--- src/pbt_defs.vh ---
`ifndef PBT_DEFS_VH
`define PBT_DEFS_VH
// ----------------------------------------
// Geometry
// ----------------------------------------
`define PBT_NSTREAM      16
`define PBT_LFSR_W       15
`define PBT_CNT_W        16
`define PBT_BUF_W        32
// ----------------------------------------
// Register map (word addresses on the host port)
// ----------------------------------------
`define PBT_ADDR_MODE    14'h0001
`define PBT_RGN_CTRL     10'h010
`define PBT_RGN_START    10'h011
`define PBT_RGN_LEN      10'h012
`define PBT_RGN_ERR      10'h013
// ----------------------------------------
// Field positions and values
// ----------------------------------------
`define PBT_MODE_RX_EN   5
`define PBT_MODE_TX_EN   4
`define PBT_CTRL_CLR     1
`define PBT_CTRL_RUN     0
`define PBT_CNT_MAX      16'hFFFF
`define PBT_CNT_ONE      16'h0001
`define PBT_SYNC_BITS    4'hF
`define PBT_LFSR_SEED    15'h7FFF
`define PBT_PCC_PATTERN  2'b10
`endif

--- src/pbt_prbs_tester.v ---
// Functional notes
// Sixteen generators and sixteen checkers, one per stream
// Generator pattern is the 2^15-1 sequence
// Pattern starts anywhere, spans one channel to frame
// Global enables at mode bits 5/4, off
// Host maps pattern onto consecutive channels only
// Host matches output channel count to length
// Control bit1 clears count, bit0 runs checker
// 8-bit start field selects first compared channel
// 9-bit length field, up to 256 channels
// Host keeps length between one and stream size
// Error count read-only, saturates at 0xFFFF
// Host sets special mode and source 10
// Host waits two frames before running checker
// Each checker counts mismatches in 16 bits
// Host avoids bit replacement on checked streams
// Polynomial x^15+x^14+1; checker self-synchronises first
// Reset zeroes counts, fields, stops everything
`include "pbt_defs.vh"
`default_nettype none
module pbt_prbs_tester (
    // Clock and reset
    input  wire         clk_sys,
    input  wire         rst,
    // Host register port
    input  wire [13:0]  host_addr,
    input  wire         host_wr,
    input  wire         host_rd,
    input  wire [15:0]  host_wdata,
    output reg  [15:0]  host_rdata,
    output reg          host_rdata_valid,
    // Internal frame timing
    input  wire         bit_strobe,
    input  wire [7:0]   chan_num,
    // Connection memory low fields of the current output channel
    input  wire [15:0]  conn_entry_special_mode,
    input  wire [31:0]  conn_source_control,
    // Serial input stream pins
    input  wire [15:0]  rx_stream_pin,
    // Pattern words toward the output streams
    output wire         tx_valid,
    input  wire         tx_ready,
    output wire [15:0]  tx_data,
    output wire [15:0]  tx_mask,
    // Global enables
    output wire         global_generator_enable,
    output wire         global_checker_enable
);
    // ----------------------------------------
    // Declarations
    // ----------------------------------------
    reg  [15:0]  internal_mode_register;
    reg  [15:0]  checker_run;
    reg  [15:0]  error_count_clear;
    reg  [127:0] start_channel_field;
    reg  [143:0] length_field;
    reg  [15:0]  rx_s1;
    reg  [15:0]  rx_s2;
    reg  [1:0]   strobe_d;
    reg  [7:0]   chan_d1;
    reg  [7:0]   chan_d2;
    reg  [15:0]  next_rdata;
    wire [255:0] err_flat;
    wire [15:0]  gen_bit;
    wire [15:0]  gen_sel;
    wire         buf_in_ready;
    wire         tx_step;
    wire [9:0]   rgn;
    wire [3:0]   idx;
    wire         wr_ctrl;
    wire         wr_start;
    wire         wr_len;

    assign global_checker_enable   = internal_mode_register[`PBT_MODE_RX_EN];
    assign global_generator_enable = internal_mode_register[`PBT_MODE_TX_EN];

    assign rgn      = host_addr[13:4];
    assign idx      = host_addr[3:0];
    assign wr_ctrl  = host_wr & (rgn == `PBT_RGN_CTRL);
    assign wr_start = host_wr & (rgn == `PBT_RGN_START);
    assign wr_len   = host_wr & (rgn == `PBT_RGN_LEN);

    // ----------------------------------------
    // Register writes
    // ----------------------------------------
    always @(posedge clk_sys) begin
        if (rst) begin
            internal_mode_register <= 16'h0000;
            checker_run            <= 16'h0000;
            error_count_clear      <= 16'h0000;
            start_channel_field    <= 128'h0;
            length_field           <= 144'h0;
        end else begin
            error_count_clear <= 16'h0000;
            if (host_wr && host_addr == `PBT_ADDR_MODE)
                internal_mode_register <= host_wdata;
            if (wr_ctrl) begin
                checker_run[idx]       <= host_wdata[`PBT_CTRL_RUN];
                error_count_clear[idx] <= host_wdata[`PBT_CTRL_CLR];
            end
            if (wr_start)
                start_channel_field[idx*8 +: 8] <= host_wdata[7:0];
            if (wr_len)
                length_field[idx*9 +: 9] <= host_wdata[8:0];
        end
    end

    // ----------------------------------------
    // Register reads, one cycle after the strobe
    // ----------------------------------------
    // Clear bit is a pulse and reads back zero; the count takes no writes
    always @* begin
        next_rdata = 16'h0000;
        if (host_addr == `PBT_ADDR_MODE) begin
            next_rdata = internal_mode_register;
        end else begin
            case (rgn)
                `PBT_RGN_CTRL:  next_rdata = {15'h0000, checker_run[idx]};
                `PBT_RGN_START: next_rdata = {8'h00, start_channel_field[idx*8 +: 8]};
                `PBT_RGN_LEN:   next_rdata = {7'h00, length_field[idx*9 +: 9]};
                `PBT_RGN_ERR:   next_rdata = err_flat[idx*16 +: 16];
                default:        next_rdata = 16'h0000;
            endcase
        end
    end

    always @(posedge clk_sys) begin
        if (rst) begin
            host_rdata       <= 16'h0000;
            host_rdata_valid <= 1'b0;
        end else begin
            host_rdata_valid <= host_rd;
            if (host_rd)
                host_rdata <= next_rdata;
        end
    end

    // ----------------------------------------
    // Input sampling
    // ----------------------------------------
    // Pins pass two flops; timing is delayed to stay aligned with them
    always @(posedge clk_sys) begin
        if (rst) begin
            rx_s1    <= 16'h0000;
            rx_s2    <= 16'h0000;
            strobe_d <= 2'b00;
            chan_d1  <= 8'h00;
            chan_d2  <= 8'h00;
        end else begin
            rx_s1    <= rx_stream_pin;
            rx_s2    <= rx_s1;
            strobe_d <= {strobe_d[0], bit_strobe};
            chan_d1  <= chan_num;
            chan_d2  <= chan_d1;
        end
    end

    // ----------------------------------------
    // Generators
    // ----------------------------------------
    // Generators only advance when the buffer can take the word
    assign tx_step = bit_strobe & buf_in_ready;

    genvar n;
    generate
        for (n = 0; n < `PBT_NSTREAM; n = n + 1) begin : g_stream
            reg  [14:0] lfsr;
            wire        fb;
            wire [9:0]  win_end;
            wire        in_win;

            // Pattern only where the entry asks for it
            assign gen_sel[n] = global_generator_enable & conn_entry_special_mode[n]
                              & (conn_source_control[2*n +: 2] == `PBT_PCC_PATTERN);
            assign fb         = lfsr[14] ^ lfsr[13];
            assign gen_bit[n] = fb & gen_sel[n];

            always @(posedge clk_sys) begin
                if (rst || !global_generator_enable)
                    lfsr <= `PBT_LFSR_SEED;
                else if (tx_step && gen_sel[n])
                    lfsr <= {lfsr[13:0], fb};
            end

            // Monitored window: start up to start+length-1, never wrapping
            assign win_end = {2'b00, start_channel_field[n*8 +: 8]}
                           + {1'b0, length_field[n*9 +: 9]};
            assign in_win  = (chan_d2 >= start_channel_field[n*8 +: 8])
                           && ({2'b00, chan_d2} < win_end);

            pbt_checker u_checker (
                .clk_sys   (clk_sys),
                .rst       (rst),
                .active    (global_checker_enable & checker_run[n]),
                .clear     (error_count_clear[n]),
                .step      (strobe_d[1] & in_win),
                .rx_bit    (rx_s2[n]),
                .err_count (err_flat[n*16 +: 16])
            );
        end
    endgenerate

    // ----------------------------------------
    // Output buffer
    // ----------------------------------------
    pbt_buffer #(
        .WIDTH (`PBT_BUF_W)
    ) u_buffer (
        .clk_sys   (clk_sys),
        .rst       (rst),
        .in_valid  (bit_strobe),
        .in_ready  (buf_in_ready),
        .in_data   ({gen_sel, gen_bit}),
        .out_valid (tx_valid),
        .out_ready (tx_ready),
        .out_data  ({tx_mask, tx_data})
    );
endmodule // pbt_prbs_tester
`default_nettype wire

--- src/pbt_buffer.v ---
`include "pbt_defs.vh"
`default_nettype none
// Two-entry buffer; a stall at the drain side holds off the filler.
module pbt_buffer #(
    parameter WIDTH = `PBT_BUF_W
) (
    // Clock and reset
    input  wire             clk_sys,
    input  wire             rst,
    // Fill side
    input  wire             in_valid,
    output wire             in_ready,
    input  wire [WIDTH-1:0] in_data,
    // Drain side
    output wire             out_valid,
    input  wire             out_ready,
    output wire [WIDTH-1:0] out_data
);
    reg [WIDTH-1:0] slot0;
    reg [WIDTH-1:0] slot1;
    reg             wr_ptr;
    reg             rd_ptr;
    reg [1:0]       count;
    wire            push;
    wire            pop;

    assign in_ready  = (count != 2'h2);
    assign out_valid = (count != 2'h0);
    assign out_data  = rd_ptr ? slot1 : slot0;
    assign push      = in_valid & in_ready;
    assign pop       = out_valid & out_ready;

    always @(posedge clk_sys) begin
        if (rst) begin
            slot0  <= {WIDTH{1'b0}};
            slot1  <= {WIDTH{1'b0}};
            wr_ptr <= 1'b0;
            rd_ptr <= 1'b0;
            count  <= 2'h0;
        end else begin
            if (push) begin
                if (wr_ptr)
                    slot1 <= in_data;
                else
                    slot0 <= in_data;
                wr_ptr <= ~wr_ptr;
            end
            if (pop)
                rd_ptr <= ~rd_ptr;
            if (push && !pop)
                count <= count + 2'h1;
            else if (pop && !push)
                count <= count - 2'h1;
        end
    end
endmodule // pbt_buffer
`default_nettype wire

--- src/pbt_checker.v ---
`include "pbt_defs.vh"
`default_nettype none
// One stream's pattern checker with saturating error count.
module pbt_checker (
    // Clock and reset
    input  wire        clk_sys,
    input  wire        rst,
    // Control
    input  wire        active,
    input  wire        clear,
    // Received bit, step marks a bit inside the monitored window
    input  wire        step,
    input  wire        rx_bit,
    // Result
    output reg  [15:0] err_count
);
    reg  [14:0] shreg;
    reg  [3:0]  fill;
    wire        expected;
    wire        bump;

    assign expected = shreg[14] ^ shreg[13];
    // Compare only after the register holds 15 received bits
    assign bump = active & step & (fill == `PBT_SYNC_BITS) & (rx_bit != expected);

    always @(posedge clk_sys) begin
        if (rst) begin
            shreg <= 15'h0000;
            fill  <= 4'h0;
        end else if (!active) begin
            fill <= 4'h0;
        end else if (step) begin
            shreg <= {shreg[13:0], rx_bit};
            if (fill != `PBT_SYNC_BITS)
                fill <= fill + 4'h1;
        end
    end

    // An error in the clearing cycle is kept
    always @(posedge clk_sys) begin
        if (rst)
            err_count <= 16'h0000;
        else if (bump && clear)
            err_count <= `PBT_CNT_ONE;
        else if (bump && err_count != `PBT_CNT_MAX)
            err_count <= err_count + `PBT_CNT_ONE;
        else if (clear)
            err_count <= 16'h0000;
    end
endmodule // pbt_checker
`default_nettype wire

--- config.mk ---
export PLATFORM = sky130hd
export DESIGN_NAME = pbt_prbs_tester
export DESIGN_NICKNAME = d
export VERILOG_FILES = /design/src/pbt_prbs_tester.v /design/src/pbt_buffer.v /design/src/pbt_checker.v
export VERILOG_INCLUDE_DIRS = /design/src
export SDC_FILE = /design/constraint.sdc
export NUM_CORES = 2
export LEC_CHECK = 0
export ABC_AREA = 0
export BUFFER_PORTS_ARGS = -buffer_cell sky130_fd_sc_hd__buf_4
export CAP_MARGIN = 20
export CORE_MARGIN = 1
export CORE_UTILIZATION = 45
export DETAILED_ROUTE_END_ITERATION = 8
export PLACE_DENSITY_LB_ADDON = 0.08
export SLEW_MARGIN = 20
export SYNTH_ARGS = -nofsm -noshare
export SYNTH_HDL_FRONTEND = slang
export SYNTH_SLANG_ARGS = --single-unit
--- constraint.sdc ---
create_clock -name clk_sys -period 4.6 [get_ports clk_sys]
set_clock_uncertainty 0.1 [all_clocks]
set_input_delay 0 -clock clk_sys [delete_from_list [all_inputs] [get_ports clk_sys]]
set_output_delay 0 -clock clk_sys [all_outputs]
set_load 0.005 [all_outputs]
Word level (Yosys, flattened, before mapping)
Cells that the tools add are included.

Register bits after elaboration: 1255. Latch bits: 0. Bits in writable memories: 0. Bits in read-only memories: 0. Bits of input ports: 108. Output and inout bits: 52. Memories kept: 0.

Add/subtract/negate cells: 52. Multipliers: 1. Divide/modulo/power cells: 0. Magnitude comparators: 34. Eq/ne operators: 86. Shifts and indexed selects: 7. Mux-type cells: 60. Bitwise operators: 185. Reduce and logical (&&, ||, !) cells: 173.

Operators by type and width (number): $mux W16 (33); $add A16 B1 Y16 const B (16); $ne A16 B16 Y1 const B (16); $shiftx A256 B9 Y16 (1); $add A8 B9 Y10 (16); $lt A8 B10 Y1 (16); $bwmux W144 (1); $shift A9 B34 Y144 const A (1); $shiftx A144 B9 Y9 (1); $shiftx A9 B34 Y144 (1); $and A1 B1 Y1 (133); $bwmux W128 (1); $ge A8 B8 Y1 (16); $shift A8 B34 Y128 const A (1); $shiftx A128 B8 Y8 (1); $shiftx A8 B34 Y128 (1); $logic_and A1 B1 Y1 (68); $reduce_and A2 Y1 (34); $reduce_or A2 Y1 (33); $add A4 B1 Y4 const B (16); $eq A4 B4 Y1 const B (16); $ne A4 B4 Y1 const B (16); $pmux W16 S4 (1); $reduce_bool A3 Y1 (16); other kinds (24) (143).

Depth between registers and ports, before layout
Word-level depth: 10. Gate-level depth with buffers: 18. Mapped depth without buffers: 16.

By module
A second synthesis with hierarchy kept.

Cell total of the unflattened synthesis: 7858. Area, all modules: 66332.4 µm².

By module, submodules not included: pbt_prbs_tester (instances 1, cells an instance 4381, area each 37273.2 µm², sequential area each 12552.0 µm²); pbt_checker (instances 16, cells an instance 196, area each 1614.0 µm², sequential area each 700.7 µm²); pbt_buffer (instances 1, cells an instance 341, area each 3234.4 µm², sequential area each 1361.3 µm²).

Least setup slack after synthesis
Ideal clock, no wire load.

Path kind: flip-flop to flip-flop. From: reg start_channel_field[8]. To: reg g_stream[1].u_checker.err_count[12]. Data arrival time: 3292 ps. Setup slack: 1082 ps. Stages on the path, launching flop included: 18. Path buffers: 2. Period minus slack after synthesis: 3518 ps. Cells stage by stage: dfxtp_1 ha_1 inv_1 fa_1 nor2b_1 o21ai_0 nand2b_1 xnor2_1 ha_1 a21o_1 a211oi_1 o21ai_0 a21oi_1 o211ai_1 buf_2 o31ai_1 buf_2 a31oi_1.

Longest elaborated chain between the ends: 9.

RTL lines: start: declaration (line pbt_prbs_tester.v:55) `reg [127:0] start_channel_field;`; start signal: indexed assignment (line pbt_prbs_tester.v:102) `start_channel_field[idx*8 +: 8] <= host_wdata[7:0];`; $add A8 B9 Y10 (line pbt_prbs_tester.v:187) `+ {1'b0, length_field[n*9 +: 9]};`; $lt A8 B10 Y1 (line pbt_prbs_tester.v:189) `&& ({2'b00, chan_d2} < win_end);`; $logic_and A1 B1 Y1 * (line pbt_prbs_tester.v:189); $and A1 B1 Y1 * (line pbt_prbs_tester.v:196) `.step (strobe_d[1] & in_win),`; $and A1 B1 Y1 * (3 in series) (line pbt_checker.v:24) `` assign bump = active & step & (fill == `PBT_SYNC_BITS) & (rx_bit != expected); ``; $logic_and A1 B1 Y1 (on tied branches); $mux W16 (tied with other cells) (line pbt_checker.v:45) `` else if (bump && err_count != `PBT_CNT_MAX) ``; end signal: assignment (line pbt_checker.v:44) `` err_count <= `PBT_CNT_ONE; ``; end signal: assignment (line pbt_checker.v:46) `` err_count <= err_count + `PBT_CNT_ONE; ``; end: declaration (line pbt_checker.v:15) `output reg [15:0] err_count`.

Mark *: on every way between the ends. The rest lies on a longest branch, timed or not. A chain may end at the register's enable or synchronous reset.

Worst setup path after layout
From: reg start_channel_field[41]. To: reg g_stream[5].u_checker.err_count[15].

Longest elaborated chain between the ends: 9.

RTL lines (line): $add A8 B9 Y10 (pbt_prbs_tester.v:187); $lt A8 B10 Y1 (pbt_prbs_tester.v:189); $logic_and A1 B1 Y1 * (pbt_prbs_tester.v:189); $and A1 B1 Y1 * (pbt_prbs_tester.v:196); $and A1 B1 Y1 * (3 in series) (pbt_checker.v:24); $logic_and A1 B1 Y1 (on tied branches); $mux W16 (tied with other cells) (pbt_checker.v:45); end signal: assignment (pbt_checker.v:44); end signal: assignment (pbt_checker.v:46); end: declaration (pbt_checker.v:15).

Marked as above.

==> results.json <==
{
  "ys.warnings.count": 0,
  "timing.fmax_mhz": 229,
  "drive_above_1_share_pct": 10.3,
  "synth.distinct_cells": 99,
  "grt_antenna_before_repair": 8,
  "async_flop_share_pct": 0,
  "crit_path_end_kind": "flip-flop",
  "power_density_nw_per_um2": 315,
  "yosys.area_share.simple_pct": 24.0,
  "dr.pass1.iters": 6,
  "critPathArrivalTime_ns": 4.94,
  "grt_max_degree": 241,
  "clock_latency_ns": 0.80,
  "wl_mm": 225,
  "nets": 8705,
  "synth_compound_area_share_pct": 15.7,
  "core-area_um2": 150000,
  "cts_tree": "yes",
  "vias": 61100,
  "netlist_area_um2": 68400,
  "synth.avg_cell_area_um2": 8.48,
  "place_congestion": 0.983,
  "drv_slew": 0,
  "avgViaCountPerCell": 5.92,
  "period_needed_ns": 4.36,
  "cts_buffers": 143,
  "synth_top_family_by_area": "simple AND/OR/NAND/NOR gates",
  "cp_max_fo": 20,
  "final_antenna_net_count": 0,
  "top_level_ports": 160,
  "syn_inst": 8064,
  "grt_pass1_wl_mm": 341,
  "holdCritPathClass": "in2reg",
  "cts-root-buf": "clkbuf_16",
  "start_util_pct": 45.5,
  "yosysSeqAreaShare_pct": 36.7,
  "path_clk_slew_ns": 0.06,
  "post-cts-setup-buffers": 0,
  "grt_usage_pct": 28.7,
  "synthMuxAreaShare_pct": 9.90,
  "tightest_slew_ns": 1.23,
  "htreeDepth": 4,
  "area_growth_pct": 13.9,
  "grt_remaining_overflow": 0,
  "p_leak_nw": 29.7,
  "post_drt_wl_per_cell_um": 21.8,
  "final_common_cell": "dfxtp_1",
  "status": "complete, no violations",
  "synth_fp_nets": 8594,
  "rsz0062_at_grt": "false",
  "drc": 0,
  "ys.flop_type": "dfxtp_1",
  "die_h_um": 392,
  "place_hpwl_mm": 159,
  "required_ns": 5.17,
  "power_mw": 24.5,
  "maxCapViolCount": 0,
  "finalSetupViolCount": 0,
  "drtIter0Drc": 6153,
  "start_kind": "flip-flop",
  "die_w_um": 392,
  "finalHoldViolCount": 0,
  "synth-xor-area-share_pct": 1.57,
  "synth_edf_count": 0,
  "cts_buffer_depth": 3,
  "peakVddDrop_mv": 0.289,
  "synth_seq_cells": 1255,
  "synth_adder_area_share_pct": 7.89,
  "final_cell_mix": "dfxtp_1, nand2_1, nor2_1",
  "die_area_um2": 154000,
  "num_rows": 142,
  "fin_setup_tns_ns": 0,
  "cts_sinks": 1255,
  "period_share_pct": 94.8,
  "grt_pass1_vias": 55500,
  "maxSlewHeadroom_pct": 17.5,
  "portBuffers": 159,
  "critical_path_class": "reg2reg"
}
cell type report:
class | count | area, um^2
timing repair buffer | 440 | 3880
fill | 14200 | 72400
multi-input combinational | 6111 | 40500
sequential | 1255 | 25100
inverter | 224 | 841
clock buffer | 196 | 4030
clock inverter | 65 | 982
antenna | 5 | 12.5
tap | 2016 | 2520
registers in the layout, indices dropped and copies added (netlist names):
name / cells
checker_run: 16
u_buffer.slot0: 32
g_stream.u_checker.fill: 64
u_buffer.slot1: 32
length_field: 144
rx_s1: 16
chan_d2: 8
internal_mode_register: 16
rx_s2: 16
u_buffer.wr_ptr: 1
g_stream.lfsr: 240
g_stream.u_checker.shreg: 240
chan_d1: 8
g_stream.u_checker.err_count: 256
strobe_d: 2
start_channel_field: 128
error_count_clear: 16
u_buffer.count: 2
host_rdata_valid: 1
u_buffer.rd_ptr: 1
host_rdata: 16
path summary, 6_finish.rpt:
path                                                from                                               end  slack (ns)  depth (start not counted)
min reg2reg  g_stream[1].u_checker.shreg[8]$_SDFFE_PP0P_       g_stream[1].u_checker.shreg[9]$_SDFFE_PP0P_        0.31                          2
max reg2reg         start_channel_field[41]$_SDFFE_PP0P_  g_stream[5].u_checker.err_count[15]$_SDFFE_PP0P_        0.24                         16
min                           conn_entry_special_mode[9]                  g_stream[9].lfsr[1]$_SDFFE_PP1P_        0.04                          5
max                 start_channel_field[41]$_SDFFE_PP0P_  g_stream[5].u_checker.err_count[15]$_SDFFE_PP0P_        0.24                         16
cell families after synthesis:
group / after synthesis
buffers and inverters: 698
and+or+nand+nor: 3437
muxes: 460
AOI/OAI and AO/OA: 1669
adders and majority gates: 422
xor gates and xnor gates: 123
DFF: 1255
metal layers:
metal	vias to the layer above	GRT usage [%]	part of all wire (%)
met5	-	0	0.0049
met1	29200	39.6	44
met3	474	5.24	7.8
met4	2	12.9	4.7
met2	2193	43.4	43
li1	29200	-	-
power by group:
group          internal, mW  switching (mW)  total (mW)  leakage (nW)
Sequential             10.9          0.0497        11.0          10.1
Clock                  7.07            5.02        12.1          2.43
Combinational         0.522           0.975        1.50          17.2
cells in the mapped netlist, types with 113 or more instances:
library cell / number / area [um^2]
dfxtp_1: 1255 / 25100
nand2_1: 1122 / 4210
nor2_1: 750 / 2820
nand3_1: 635 / 3180
a21oi_1: 613 / 3070
ha_1: 406 / 5080
clkbuf_1: 313 / 1170
mux2i_1: 258 / 2580
o21ai_0: 243 / 1220
inv_1: 222 / 833
mux4_2: 170 / 3830
o211ai_1: 152 / 1140
nor2b_1: 133 / 832
a31oi_1: 125 / 782
nor3_1: 113 / 566
timing repair:
action	in CTS	in global routing
resized for setup	0	0
endpoints found under the hold margin	616	0
hold buffers	148	0
metrics by stage:
stage	setup WS (ns)	util, %	hold WS [ns]	cells	instance area (um^2)
after detailed placement	0.385	47.5	0.117	9898	71400
final	0.237	51.8	0.0376	10300	77900
after floorplan	1.08	-	0.0282	8064	68400
after CTS	0.339	51.8	0.0148	10300	77900
after global routing	0.0577	51.8	0.0617	10300	77900
after global placement	0.422	47.5	0.111	9898	71400
worst max-delay path, cell delays in order (launching register included):
cell and delay (ns):
dfxtp_1 0.42, ha_1 0.28, a211oi_1 0.25, o21bai_1 0.12, a21oi_1 0.29, o21bai_1 0.10, a21oi_1 0.18, xor2_1 0.17
ha_1 0.26, a211o_1 0.29, o21ai_1 0.51, buf_4 0.24, o211ai_2 0.14, buf_4 0.25, buf_4 0.21, o311ai_0 0.32
a31oi_1 0.12
Power figures use the tool's default switching activity.
